**config.mk**
```make
export PLATFORM = sky130hd
export DESIGN_NAME = dtfl_terminal_logic
export DESIGN_NICKNAME = d
export VERILOG_FILES = /design/src/rtl/dtfl_terminal_logic.v
export VERILOG_INCLUDE_DIRS = /design/src /design/src/shared
export SDC_FILE = /design/constraint.sdc
export NUM_CORES = 2
export LEC_CHECK = 0
export BUFFER_PORTS_ARGS = -buffer_cell sky130_fd_sc_hd__buf_2
export CAP_MARGIN = 20
export CORE_AREA = 3 3 311 313
export DETAILED_ROUTE_END_ITERATION = 10
export DIE_AREA = 0 0 314 316
export MAX_ROUTING_LAYER = met4
export PLACE_DENSITY = 0.68
export SYNTH_ARGS = -nofsm -noshare
export SYNTH_HDL_FRONTEND = slang
export SYNTH_SLANG_ARGS = --single-unit
export TNS_END_PERCENT = 10
```
**constraint.sdc**
```tcl
create_clock -name clk -period 277.5 [get_ports clk]
set_input_delay 55.5 -clock clk [delete_from_list [all_inputs] [get_ports clk]]
set_output_delay 55.5 -clock clk [all_outputs]
set_load 0.05 [all_outputs]
```
**src/shared/dtfl_map.vh**
```
`ifndef DTFL_MAP_VH
`define DTFL_MAP_VH
// ****************************************
// Terminal function codes
// ****************************************
`define DTFL_FN_START 6'h07
`define DTFL_FN_HOLD_REF 6'h0e
`define DTFL_FN_HOLD_OUT 6'h0f
`define DTFL_FN_RAISE 6'h10
`define DTFL_FN_LOWER 6'h11
`define DTFL_FN_SETUP 6'h12
`define DTFL_FN_BOOST 6'h13
`define DTFL_FN_CUT 6'h14
`define DTFL_FN_PRESET 6'h15
`define DTFL_FN_PRESET_ON 6'h16
`define DTFL_FN_PULSE_REF 6'h18
`define DTFL_FN_PULSE_FB 6'h19
`define DTFL_FN_AN_REF 6'h1e
`define DTFL_FN_AN_FB 6'h1f
`define DTFL_FN_RST_START 6'h20
// ****************************************
// Register indices and reset values
// ****************************************
`define DTFL_REG_CUR_LOW 3'h0
`define DTFL_REG_CUR_HIGH 3'h1
`define DTFL_REG_VOLT_LOW 3'h2
`define DTFL_REG_VOLT_HIGH 3'h3
`define DTFL_REG_OUT_FUNC 3'h4
`define DTFL_RST_CUR_LOW 8'h00
`define DTFL_RST_CUR_HIGH 8'hc8
`define DTFL_RST_VOLT_LOW 8'h00
`define DTFL_RST_VOLT_HIGH 8'h64
`define DTFL_RST_OUT_FUNC 8'h00
`define DTFL_CUR_MAX 8'hc8
`define DTFL_VOLT_MAX 8'h64
// ****************************************
// Output function codes and constants
// ****************************************
`define DTFL_OF_READY 8'h01
`define DTFL_OF_IDLE 8'h02
`define DTFL_OF_RUN 8'h03
`define DTFL_OF_RUN_NW 8'h04
`define DTFL_OF_ON_REF 8'h05
`define DTFL_OF_FAULT 8'h06
`define DTFL_OF_FAULT_W 8'h07
`define DTFL_OF_ILIM 8'h08
`define DTFL_OF_THERM 8'h09
`define DTFL_OF_DIR 8'h0a
`define DTFL_OF_OFFB 8'h0b
`define DTFL_OF_AN_FIRST 8'h0c
`define DTFL_OF_LAST 8'h14
`define DTFL_PROFILE_STD 2'h0
`define DTFL_MIN_PULSE_MS 20
`define DTFL_CLK_KHZ 10000
`define DTFL_MIN_PULSE_CYC (`DTFL_MIN_PULSE_MS * `DTFL_CLK_KHZ)
`define DTFL_RUN_MIN_DHZ 16'h0001
`define DTFL_STEP_REF 16'h0001
`define DTFL_STEP_DHZ 16'h0001
`endif

```
**src/rtl/dtfl_terminal_logic.v**
```verilog
`timescale 1ns/1ps
`include "dtfl_map.vh"
// Behaviour
// - Hold-reference latches reference as step base
// - Hold-output overrides start, slip, process loop
// - Raise/lower act only under a hold
// - Raise alone keeps increasing held value
// - Lower wins, keeps decreasing held value
// - 20 ms pulse and pause give one step
// - Steps stay between zero and nominal (output hold) or max reference (reference hold)
// - Setup choice only in multi-setup mode
// - Boost raises, cut or both lower
// - Preset choice needs preset-enable terminal
// - Preset-enable picks external or preset reference
// - Pulse rate maps min to max reference
// - Multiple reference/feedback terminals summed signed
// - Reset-with-start clears alarm and starts
// - Current scaling 0..200, defaults 0/200
// - Voltage scaling 0..100, defaults 0/100
// - Codes 0-11 digital, 12-20 analog
// - Running needs start and speed above 0.1Hz
// - Ready-idle needs ready, no command, no warning
// - Fault on alarm, fault-or-warning on either
// - Direction output high when clockwise
// - Off-bits output under standard profile
// - Current-limit and thermal output choices
module dtfl_terminal_logic #(
  parameter MIN_PULSE_CYC = `DTFL_MIN_PULSE_CYC, // Least pulse, cycles
  parameter VW = 16 // Value width
) (
  input wire clk, // 10 MHz clock
  input wire rst, // Sync reset, high
  input wire [3:0] term_in, // Digital terminals 2..5
  input wire [23:0] term_func, // 6-bit function code per terminal
  input wire [VW-1:0] term_analog, // Signed analog value on terminal 2
  input wire [VW-1:0] pulse_rate, // Measured pulse input rate, Hz
  input wire [VW-1:0] pulse_rate_max, // Rate giving max reference
  input wire [VW-1:0] ref_min, // Minimum reference
  input wire [VW-1:0] ref_max, // Maximum reference
  input wire [VW-1:0] ext_ref, // External reference
  input wire [VW-1:0] preset_ref0, // Preset reference 0
  input wire [VW-1:0] preset_ref1, // Preset reference 1
  input wire [VW-1:0] boost_pct_val, // Boost/cut amount already scaled
  input wire [VW-1:0] out_freq, // Actual output, 0.1 Hz units
  input wire [VW-1:0] nom_freq, // Nominal motor frequency
  input wire [1:0] ref_source, // Reference source code
  input wire multi_setup, // Multi-setup configured
  input wire [1:0] bus_profile, // Fieldbus profile code
  input wire [2:0] off_cmd_bits, // off_cmd_one..three
  input wire unit_ready, // Unit ready
  input wire start_cmd, // Start command present elsewhere
  input wire stop_cmd, // Stop command present
  input wire warning, // Warning active
  input wire alarm, // Alarm active
  input wire on_ref, // Speed at reference
  input wire cur_limit, // Current limit exceeded
  input wire over_temp, // Temperature limit exceeded
  input wire clockwise, // Motor rotates clockwise
  input wire brake_req, // Mechanical brake request
  input wire [2:0] reg_addr, // Parameter index
  input wire reg_wr, // Parameter write strobe
  input wire [7:0] reg_wdata, // Parameter write data
  output reg [7:0] reg_rdata, // Parameter read data
  output reg [VW-1:0] eff_ref, // Effective reference
  output reg [VW-1:0] eff_fb, // Effective feedback
  output reg [VW-1:0] held_val, // Held reference or output
  output reg hold_out_act, // Output hold overrides control
  output reg start_out, // Start to motor control
  output reg alarm_clr, // Alarm reset pulse
  output reg setup_sel, // Active setup
  output reg [7:0] cur_low, // Current low scale
  output reg [7:0] cur_high, // Current high scale
  output reg [7:0] volt_low, // Voltage low scale
  output reg [7:0] volt_high, // Voltage high scale
  output reg term9_dig, // Terminal 9 digital level
  output reg term9_an_en, // Terminal 9 in analog mode
  output reg term9_live0, // Analog 4-20 mA offset
  output reg [VW-1:0] term9_an // Terminal 9 analog quantity
);
  // ****************************************
  // Terminal function decode
  // ****************************************
  reg [7:0] out_func_r; // Output function code
  reg [3:0] sync1_r; // First sync stage
  reg [3:0] sync2_r; // Second sync stage
  reg [3:0] lvl; // Function levels
  reg [3:0] sel; // Function selected bits
  reg pre_en_sel, pre_en, pre_ch, boost, cut, rs_lvl, st_lvl, setup_lvl;
  reg pulse_sel, pulse_fb_sel;
  integer i;
  // Terminals are synchronised before use
  // Only the second stage feeds the decode, so no metastable read
  always @(posedge clk) begin
    if (rst) begin
      sync1_r <= 4'h0;
      sync2_r <= 4'h0;
    end else begin
      sync1_r <= term_in;
      sync2_r <= sync1_r;
    end
  end
  // Decode which terminal carries which function
  // A function set on several terminals acts when any of them is high
  always @* begin
    lvl = 4'h0;
    sel = 4'h0;
    pre_en_sel = 1'b0;
    pre_en = 1'b0;
    pre_ch = 1'b0;
    boost = 1'b0;
    cut = 1'b0;
    rs_lvl = 1'b0;
    st_lvl = 1'b0;
    setup_lvl = 1'b0;
    pulse_sel = 1'b0;
    pulse_fb_sel = 1'b0;
    for (i = 0; i < 4; i = i + 1) begin
      case (term_func[i*6 +: 6])
        `DTFL_FN_HOLD_REF: begin
          sel[0] = 1'b1;
          lvl[0] = lvl[0] | sync2_r[i];
        end
        `DTFL_FN_HOLD_OUT: begin
          sel[1] = 1'b1;
          lvl[1] = lvl[1] | sync2_r[i];
        end
        `DTFL_FN_RAISE: lvl[2] = lvl[2] | sync2_r[i];
        `DTFL_FN_LOWER: lvl[3] = lvl[3] | sync2_r[i];
        `DTFL_FN_SETUP: setup_lvl = setup_lvl | sync2_r[i];
        `DTFL_FN_BOOST: boost = boost | sync2_r[i];
        `DTFL_FN_CUT: cut = cut | sync2_r[i];
        `DTFL_FN_PRESET: pre_ch = pre_ch | sync2_r[i];
        `DTFL_FN_PRESET_ON: begin
          pre_en_sel = 1'b1;
          pre_en = pre_en | sync2_r[i];
        end
        `DTFL_FN_PULSE_REF: pulse_sel = 1'b1;
        `DTFL_FN_PULSE_FB: pulse_fb_sel = 1'b1;
        `DTFL_FN_START: st_lvl = st_lvl | sync2_r[i];
        `DTFL_FN_RST_START: rs_lvl = rs_lvl | sync2_r[i];
        default: begin
        end
      endcase
    end
  end
  // ****************************************
  // Reference forming
  // ****************************************
  reg [VW-1:0] base_ref; // Reference before boost/cut
  reg [VW-1:0] sum_ref; // Signed sum of analog references
  reg [VW-1:0] sum_fb; // Signed sum of analog feedbacks
  reg [VW-1:0] pulse_ref; // Reference from pulse rate
  reg [2*VW-1:0] prod; // Scaling product
  reg [VW-1:0] span; // Reference span
  // Analog terminal 2 only carries reference/feedback
  always @* begin
    sum_ref = {VW{1'b0}};
    sum_fb = {VW{1'b0}};
    if (term_func[5:0] == `DTFL_FN_AN_REF)
      sum_ref = term_analog;
    if (term_func[5:0] == `DTFL_FN_AN_FB)
      sum_fb = term_analog;
    span = ref_max - ref_min;
    // Pulse rate scaled linearly from 0 Hz up to configured rate
    // A zero full-scale rate would divide by zero, so it gives full span
    if (pulse_rate >= pulse_rate_max || pulse_rate_max == {VW{1'b0}})
      prod = {{VW{1'b0}}, span};
    else
      prod = (span * pulse_rate) / pulse_rate_max;
    pulse_ref = ref_min + prod[VW-1:0];
    if (pulse_sel)
      sum_ref = sum_ref + pulse_ref;
    if (pulse_fb_sel)
      sum_fb = sum_fb + pulse_rate;
    // Preset choice only counts with preset-enable present
    if (ref_source == 2'h2 && pre_en_sel && pre_en)
      base_ref = pre_ch ? preset_ref1 : preset_ref0;
    else
      base_ref = ext_ref + sum_ref;
  end
  // ****************************************
  // Raise/lower pulse filter
  // ****************************************
  reg [31:0] hi_cnt_r; // Cycles the active input is high
  reg [31:0] lo_cnt_r; // Cycles since last release
  reg armed_r; // Pause was long enough
  reg step_up_r, step_dn_r; // One-cycle step strobes
  // A hold counts only where its function is selected on a terminal
  wire any_hold = (sel[0] & lvl[0]) | (sel[1] & lvl[1]);
  wire dn_req = lvl[3];
  wire up_req = lvl[2] & ~lvl[3];
  wire ud = (up_req | dn_req) & any_hold;
  // A step repeats every min pulse while held, so holding ramps
  always @(posedge clk) begin
    if (rst) begin
      hi_cnt_r <= 32'h0;
      lo_cnt_r <= 32'h0;
      armed_r <= 1'b1;
      step_up_r <= 1'b0;
      step_dn_r <= 1'b0;
    end else begin
      step_up_r <= 1'b0;
      step_dn_r <= 1'b0;
      if (ud) begin
        // Steps are counted only after reset or a full pause armed the filter
        lo_cnt_r <= 32'h0;
        if (armed_r && hi_cnt_r == MIN_PULSE_CYC - 1) begin
          hi_cnt_r <= 32'h0;
          step_up_r <= up_req;
          step_dn_r <= dn_req;
        end else if (armed_r) begin
          hi_cnt_r <= hi_cnt_r + 32'h1;
        end
      end else begin
        // A release restarts the high count, so short pulses never step
        hi_cnt_r <= 32'h0;
        if (lo_cnt_r == MIN_PULSE_CYC - 1)
          armed_r <= 1'b1;
        else begin
          // Pause still too short: keep the filter disarmed
          lo_cnt_r <= lo_cnt_r + 32'h1;
          armed_r <= 1'b0;
        end
      end
    end
  end
  // ****************************************
  // Held value and outputs to control
  // ****************************************
  reg hold_prev_r; // Hold was active last cycle
  reg rs_prev_r; // Reset-with-start last level
  reg kind_prev_r; // Output hold was the kind last cycle
  wire [VW-1:0] step = lvl[1] ? `DTFL_STEP_DHZ : `DTFL_STEP_REF;
  // Upper limit follows the held quantity: frequency or reference
  wire [VW-1:0] top = lvl[1] ? nom_freq : ref_max;
  always @(posedge clk) begin
    if (rst) begin
      held_val <= {VW{1'b0}};
      hold_prev_r <= 1'b0;
      rs_prev_r <= 1'b0;
      kind_prev_r <= 1'b0;
      eff_ref <= {VW{1'b0}};
      eff_fb <= {VW{1'b0}};
      hold_out_act <= 1'b0;
      start_out <= 1'b0;
      alarm_clr <= 1'b0;
      setup_sel <= 1'b0;
    end else begin
      hold_prev_r <= any_hold;
      rs_prev_r <= rs_lvl;
      kind_prev_r <= lvl[1];
      // Capture the base on the rising edge of a hold, and again when
      // the kind of hold changes, so the base matches what is held
      if (any_hold && (!hold_prev_r || kind_prev_r != lvl[1]))
        held_val <= lvl[1] ? out_freq : base_ref;
      // Lower is tested first so it wins over raise
      else if (step_dn_r)
        held_val <= (held_val > step) ? held_val - step
                                      : {VW{1'b0}};
      else if (step_up_r)
        // Compared as a distance so a value near full scale cannot wrap
        held_val <= (held_val < top && top - held_val > step)
                    ? held_val + step : top;
      // Boost/cut: cut wins when both are high
      if (lvl[0])
        eff_ref <= held_val;
      else if (cut)
        eff_ref <= base_ref - boost_pct_val;
      else if (boost)
        eff_ref <= base_ref + boost_pct_val;
      else
        eff_ref <= base_ref;
      eff_fb <= sum_fb;
      hold_out_act <= lvl[1];
      // Held output ignores start and stand-by changes
      if (!lvl[1])
        start_out <= start_cmd | st_lvl | rs_lvl;
      // One pulse per activation, while the start level stays
      alarm_clr <= rs_lvl & ~rs_prev_r;
      if (multi_setup)
        setup_sel <= setup_lvl;
    end
  end
  // ****************************************
  // Scaling parameters
  // ****************************************
  wire in_cur = reg_wdata <= `DTFL_CUR_MAX;
  wire in_volt = reg_wdata <= `DTFL_VOLT_MAX;
  // Out-of-range writes are dropped, old value stays
  // The output code is kept as written; unknown codes decode as none
  always @(posedge clk) begin
    if (rst) begin
      cur_low <= `DTFL_RST_CUR_LOW;
      cur_high <= `DTFL_RST_CUR_HIGH;
      volt_low <= `DTFL_RST_VOLT_LOW;
      volt_high <= `DTFL_RST_VOLT_HIGH;
      out_func_r <= `DTFL_RST_OUT_FUNC;
    end else if (reg_wr) begin
      case (reg_addr)
        `DTFL_REG_CUR_LOW: if (in_cur) cur_low <= reg_wdata;
        `DTFL_REG_CUR_HIGH: if (in_cur) cur_high <= reg_wdata;
        `DTFL_REG_VOLT_LOW: if (in_volt) volt_low <= reg_wdata;
        `DTFL_REG_VOLT_HIGH: if (in_volt) volt_high <= reg_wdata;
        `DTFL_REG_OUT_FUNC: out_func_r <= reg_wdata;
        default: begin
        end
      endcase
    end
  end
  // Read mux, unmapped indices read zero
  always @* begin
    case (reg_addr)
      `DTFL_REG_CUR_LOW: reg_rdata = cur_low;
      `DTFL_REG_CUR_HIGH: reg_rdata = cur_high;
      `DTFL_REG_VOLT_LOW: reg_rdata = volt_low;
      `DTFL_REG_VOLT_HIGH: reg_rdata = volt_high;
      `DTFL_REG_OUT_FUNC: reg_rdata = out_func_r;
      default: reg_rdata = 8'h00;
    endcase
  end
  // ****************************************
  // Terminal 9 output
  // ****************************************
  // Strictly above one unit of 0.1 Hz
  wire running = start_out && (out_freq > `DTFL_RUN_MIN_DHZ);
  reg dig_nxt; // Digital level choice
  always @* begin
    case (out_func_r)
      `DTFL_OF_READY: dig_nxt = unit_ready;
      `DTFL_OF_IDLE: dig_nxt = unit_ready & ~start_out & ~stop_cmd
                               & ~warning;
      `DTFL_OF_RUN: dig_nxt = running;
      `DTFL_OF_RUN_NW: dig_nxt = running & ~warning;
      `DTFL_OF_ON_REF: dig_nxt = on_ref & ~warning;
      `DTFL_OF_FAULT: dig_nxt = alarm;
      `DTFL_OF_FAULT_W: dig_nxt = alarm | warning;
      `DTFL_OF_ILIM: dig_nxt = cur_limit;
      `DTFL_OF_THERM: dig_nxt = over_temp;
      `DTFL_OF_DIR: dig_nxt = clockwise;
      `DTFL_OF_OFFB: dig_nxt = (bus_profile == `DTFL_PROFILE_STD)
                               & (|off_cmd_bits);
      `DTFL_OF_LAST: dig_nxt = brake_req;
      default: dig_nxt = 1'b0;
    endcase
  end
  // Analog quantities by code pair; odd code selects 4-20 mA
  always @(posedge clk) begin
    if (rst) begin
      term9_dig <= 1'b0;
      term9_an_en <= 1'b0;
      term9_live0 <= 1'b0;
      term9_an <= {VW{1'b0}};
    end else begin
      term9_dig <= dig_nxt;
      term9_an_en <= (out_func_r >= `DTFL_OF_AN_FIRST) &&
                     (out_func_r <= `DTFL_OF_LAST);
      term9_live0 <= out_func_r[0];
      case (out_func_r[4:1])
        4'h6: term9_an <= out_freq;
        4'h7: term9_an <= eff_ref;
        4'h8: term9_an <= eff_fb;
        4'h9: term9_an <= {{(VW-1){1'b0}}, cur_limit};
        // Brake request drives full scale or zero in analog mode
        4'ha: term9_an <= {VW{brake_req}};
        default: term9_an <= {VW{1'b0}};
      endcase
    end
  end
endmodule

```
### Yosys cells after proc, flatten, opt, wreduce, memory -nomap -nowiden

Index checks and enable logic that the tools add are counted.

| storage, ports and cells | value |
|---|---|
| word-level logic and storage cells | 291 |
| input port bits | 236 |
| bits in registers | 188 |

| cells by class | value |
|---|---|
| equality and inequality tests | 79 |
| multipliers | 1 |
| add/subtract/negate cells | 12 |
| divide/modulo/power cells | 1 |
| bitwise gates (word level) | 56 |
| magnitude comparators | 9 |
| muxes and demuxes | 85 |
| reductions and logical operators | 23 |

Operators with widths:

| kind | count |
|---|---|
| $mux 16 | 17 |
| $eq 6x5->1 const B | 38 |
| $add 16x16->16 | 5 |
| $pmux 16 s5 | 1 |
| $mux 1 | 65 |
| $add 32x1->32 const B | 2 |
| $eq 32x18->1 const B | 2 |
| $eq 6x4->1 const B | 8 |
| $gt 16x1->1 const B | 3 |
| $sub 16x16->16 | 3 |
| $pmux 8 s5 | 1 |
| $or 1x1->1 | 38 |
| $div 32x16->32 | 1 |
| $eq 8x3->1 const B | 4 |
| $eq 8x4->1 const B | 4 |
| $mul 16x16->32 | 1 |
| $eq 6x3->1 const B | 4 |
| $eq 6x6->1 const B | 4 |
| $add 16x1->16 const B | 1 |
| $eq 8x2->1 const B | 2 |
| $ge 16x16->1 | 1 |
| $logic_not 16->1 | 1 |
| $lt 16x16->1 | 1 |
| $sub 16x1->16 const B | 1 |
| 26 further kinds | 58 |

### Longest topological paths before layout

| depth | value |
|---|---|
| depth after elaboration | 16 |
| gate-level depth with buffers | 540 |

### Worst setup path after synthesis

Ideal clock, no wire load.

| timing path | value |
|---|---|
| kind | in2reg |
| start | in ref_min[1] |
| end | reg eff_ref[15] |
| required time | 277.414 ns |
| setup time | 0.086 ns |
| cell stages on the path | 516 |
| path slack | 123.169 ns |
| arrival | 154.246 ns |
| cells stage by stage | inv_1 > ha_1 > nor2b_1 > o21ai_0 > nand2b_1 > a21o_1 > a21o_1 > a21o_1 > a21o_1 > a21o_1 > a21o_1 > a21o_1 > a21o_1 > a21oi_1 > nor2b_1 > o21ai_0 > nand2b_1 > a21oi_1 > [480 not listed] > a31oi_1 > nor2b_1 > o21ai_0 > nand2b_1 > a21o_1 > a21oi_1 > xnor2_1 > nor2_1 > a21oi_1 > ha_1 > o21ai_0 > nand2b_1 > o22ai_1 > nor2_1 > a21oi_1 > xnor2_1 > nor2_1 > a211oi_1 |

| between the ends | value |
|---|---|
| word-level cells in the longest chain between the ends | 13 |
| elaborated cells on any way between the ends | 14 |

Ends and longest elaborated chain:

| element | line | text |
|---|---|---|
| start: declaration | dtfl_terminal_logic.v:38 | `input wire [VW-1:0] ref_min,` |
| $sub 16x16->16 | dtfl_terminal_logic.v:163 | `span = ref_max - ref_min;` |
| $mul 16x16->32 | dtfl_terminal_logic.v:169 | `prod = (span * pulse_rate) / pulse_rate_max;` |
| $div 32x16->32 | dtfl_terminal_logic.v:169 |  |
| $mux 16 | dtfl_terminal_logic.v:166 | `if (pulse_rate >= pulse_rate_max \|\| pulse_rate_max == {VW{1'b0}})` |
| $add 16x16->16 * | dtfl_terminal_logic.v:170 | `pulse_ref = ref_min + prod[VW-1:0];` |
| $add 16x16->16 * | dtfl_terminal_logic.v:172 | `sum_ref = sum_ref + pulse_ref;` |
| $mux 16 * | dtfl_terminal_logic.v:171 | `if (pulse_sel)` |
| $add 16x16->16 * | dtfl_terminal_logic.v:179 | `base_ref = ext_ref + sum_ref;` |
| $mux 16 * | dtfl_terminal_logic.v:176 | `if (ref_source == 2'h2 && pre_en_sel && pre_en)` |
| $add 16x16->16 | dtfl_terminal_logic.v:270 | `eff_ref <= base_ref + boost_pct_val;` |
| $mux 16 | dtfl_terminal_logic.v:269 | `else if (boost)` |
| $mux 16 * | dtfl_terminal_logic.v:267 | `else if (cut)` |
| $mux 16 * | dtfl_terminal_logic.v:265 | `if (lvl[0])` |
| end signal: assignment | dtfl_terminal_logic.v:266 | `eff_ref <= held_val;` |
| end signal: assignment | dtfl_terminal_logic.v:268 | `eff_ref <= base_ref - boost_pct_val;` |
| end signal: assignment | dtfl_terminal_logic.v:270 |  |
| end: declaration | dtfl_terminal_logic.v:64 | `output reg [VW-1:0] eff_ref,` |

Mark *: on every way between the ends. The rest lies on a longest branch, timed or not.
A chain may end at the register's enable or synchronous reset.

### Final worst setup path

Same ends and word-level chain as after synthesis.

==> summary.md <==
| Metric | Value |
|---|---|
| Worst flop-to-flop path endpoint | held_val[3] |
| ANT nets after route | 0 |
| CTS clk-pin slew, worst paths | 0.11 ns |
| Hold path cells | 1 |
| Post-synthesis async set-or-reset flop share | 0% |
| Fin crit period | ~170 ns |
| Yosys warns | 0 |
| Register area | between 0.003 and 0.004 mm2 |
| Final hold viol count | 0 |
| Rows | 113 |
| CP max stage cell | a41oi_1 |
| Fillers | 9173 |
| I/O Buffers | between 300 and 400 |
| Slew @ Worst Pin | 1.16 ns |
| Max frequency | ~0.006 GHz |
| Worst Setup End Kind | flip-flop |
| Synth top area cells | ha_1 17%, fa_1 9.2%, dfxtp_1 8.0%, nand2_1 5.0%, nor2_1 4.6% |
| Clk Latency, worst-skew pair | approximately 0.5 ns |
| Wire length per cell | just over 20 um |
| DR vias/cell | about 6.2 |
| Synth Instances | about 6300 |
| Detailed Place HPWL | 130 mm |
| GPL Wtd Cong | 1.02 |
| CP max FO | 34 |
| Residual DRC | 0 |
| # IOs | about 350 |
| Status | complete, no violations |
| Max Slew Vio Count | 0 |
| Hold/Removal Path Class | flip-flop to flip-flop |
| Starting Density | about half |
| Grt ovf | 0 |
| Yosys top cell area share | between 10% and 20% |
| First-pass GRT wire length | about 250 mm |
| Synth Register Bits | ~190 |
| Vias | 48200 |
| Most numerous cell on the critical path | o21a_1 |
| Worst endpoint required time | approximately 280 ns |
| Post-route setup TNS | 0 ns |
| Hold Path Origin | rs_prev_r |
| Tcrit/Tclk final | 59.7% |
| CTS Buf Count | 17 |
| CP peak stage delay | 0.91 ns |
| Top cells by count, synth | 632 x nand2_1, 625 x ha_1, 581 x nor2_1 |
| Drt first pass iters | 6 |
| Area Growth Syn to Fin | 8.23% |
| Hold Path End | alarm_clr |
| Root Buffer | clkbuf_16 |
| Fin Clk Skew | 0.0324 ns |
| Largest net degree at the start of global routing | just under 60 |
| Antenna violations before repair | 13 |
| Reg2Reg Setup Slack | ~270 ns |
| Die W | 314 um |
| Reg-to-Reg Start | sync2_r[3] |
| Post-layout nets | between 7000 and 8000 |
| Sequential area share after synthesis | ~8% |
| Core area | 0.0946 mm2 |
| Post-Syn Area | between 0.04 and 0.05 mm2 |
| Layout cells sized above 1 | 11.2% |
| Crit path DAT | between 150 and 200 ns |
| Die ar. | between 0.09 and 0.1 mm2 |
| Synth area leader | ha_1 |
| Maximum root-to-sink buffer count | 2 |
| Post-Route WL | 161 mm |
| Max-cap violation count | 0 |
| CTS tree | built |
| H-tree depth | 4 |
| Avg Inst Size Synth | about 7.5 um2 |
| Count leader, synth | nand2_1 |
| Clk sinks | 188 |
| Hold buffers post-CTS | 0 |
| Post-CTS setup buffers | 0 |
| DRT iter0 DRCs | a little over 4000 |
| Synth Net Count | about 7400 |
| Die height | 316 um |
| Unrepaired setup endpoints after global routing | false |
| Max_slew headroom | between 20% and 30% |
| Multi-input gate area | 0.0410 mm2 |
| Cts repair resizes | 0 |
| WHS | ~0.42 ns |
| Distinct cells, synth | between 100 and 150 |
| CP Class | input port to flip-flop |
| Post-synth top flop | dfxtp_1 |
| Final number of setup-violating endpoints | 0 |
| R2R cell count | 34 |
| Number of global-route vias before repair | 45400 |
| CP startpoint kind | input port |
| Post-synth EDFFs | 0 |
| All-Layer GR Usage | between 30% and 40% |
[layer usage]
metal  vias up  share of wire [%]  wire length, um  track usage [%]
met5         -                  0                0                -
met4         0                2.9             4730             8.80
met3       286                7.2            11600             3.29
met2      1863                 45            72400             51.4
met1     22800                 45            72300             43.5
li1      23200                  -                -                -
[flip-flops by register name, summed over array words and instances, names as in the netlist, 4 cells and up]
| register | count |
|---|---|
| out_func_r | 8 |
| volt_high | 8 |
| eff_ref | 16 |
| sync2_r | 4 |
| term9_an | 16 |
| lo_cnt_r | 32 |
| eff_fb | 16 |
| volt_low | 8 |
| held_val | 16 |
| cur_high | 8 |
| sync1_r | 4 |
| hi_cnt_r | 32 |
| cur_low | 8 |
[cell type report]
cell class | instances | share of cell area [%]
clock buffers | 17 | 0.834
flip-flops and latches | 188 | 7.38
multi-input cells | 5463 | 80.3
repair buffers | 419 | 4.50
diodes | 8 | 0.0393
well taps | 1265 | 3.10
inverters | 459 | 3.38
clock inverters | 15 | 0.439
[stage by stage]
stage	worst slack, ns	cell area (um2)	std cells	util (%)
finish	111.87	51000	7834	53.9
detailed placement	112.99	50300	7792	53.2
CTS	113.19	51000	7824	53.9
floorplan	123.17	47100	6305	-
global route	102.94	51000	7832	53.9
global placement	115.20	50300	7791	53.2
[critical path: cells and delay by family]
kind,cells,cell delay (ns)
AOI/OAI and AO/OA,290,65.19
xor gates and xnor gates,3,1.18
adders and majority gates,45,15.23
buffers and inverters,31,4.61
muxes,5,1.76
and+or+nand+nor,113,22.25
[cells by family (layout without fill, tap and decap cells)]
family          after synthesis  count (layout)  synth area share, %
compound gates             1757            1757                 25.6
flops                       188             188                 7.99
mux                         204             204                 4.66
xor+xnor                    367             367                 6.82
fa+ha+maj                   841             841                 25.8
buf+inv                     654             910                 5.30
simple gates               2294            2294                 23.9
other cells                   0               8                    0
[how the worst max path moves through the flow]
stage                        endpoint        from
after floorplan           eff_ref[15]  ref_min[1]
after global placement    eff_ref[15]  ref_min[1]
after detailed placement  eff_ref[15]  ref_min[1]
after CTS                 eff_ref[15]  ref_min[1]
after global routing      eff_ref[15]  ref_min[1]
final                     eff_ref[15]  ref_min[1]
[layout by cell type, fill, tap and decap left out, drive strengths merged, types with 102 or more instances in the layout]
| cell | instances |
|---|---|
| o21a | 203 |
| ha | 625 |
| nor2b | 102 |
| a21oi | 440 |
| xnor2 | 225 |
| nand3 | 124 |
| a21o | 148 |
| xor2 | 142 |
| and2 | 151 |
| nand2 | 636 |
| o21ai | 283 |
| o31ai | 114 |
| buf | 417 |
| nor3 | 245 |
| fa | 216 |
| mux2i | 104 |
| inv | 469 |
| nor2 | 584 |
| dfxtp | 188 |
Power is not shown: default switching activity piles up to over one toggle a cycle in this logic, so the estimate is an artifact.
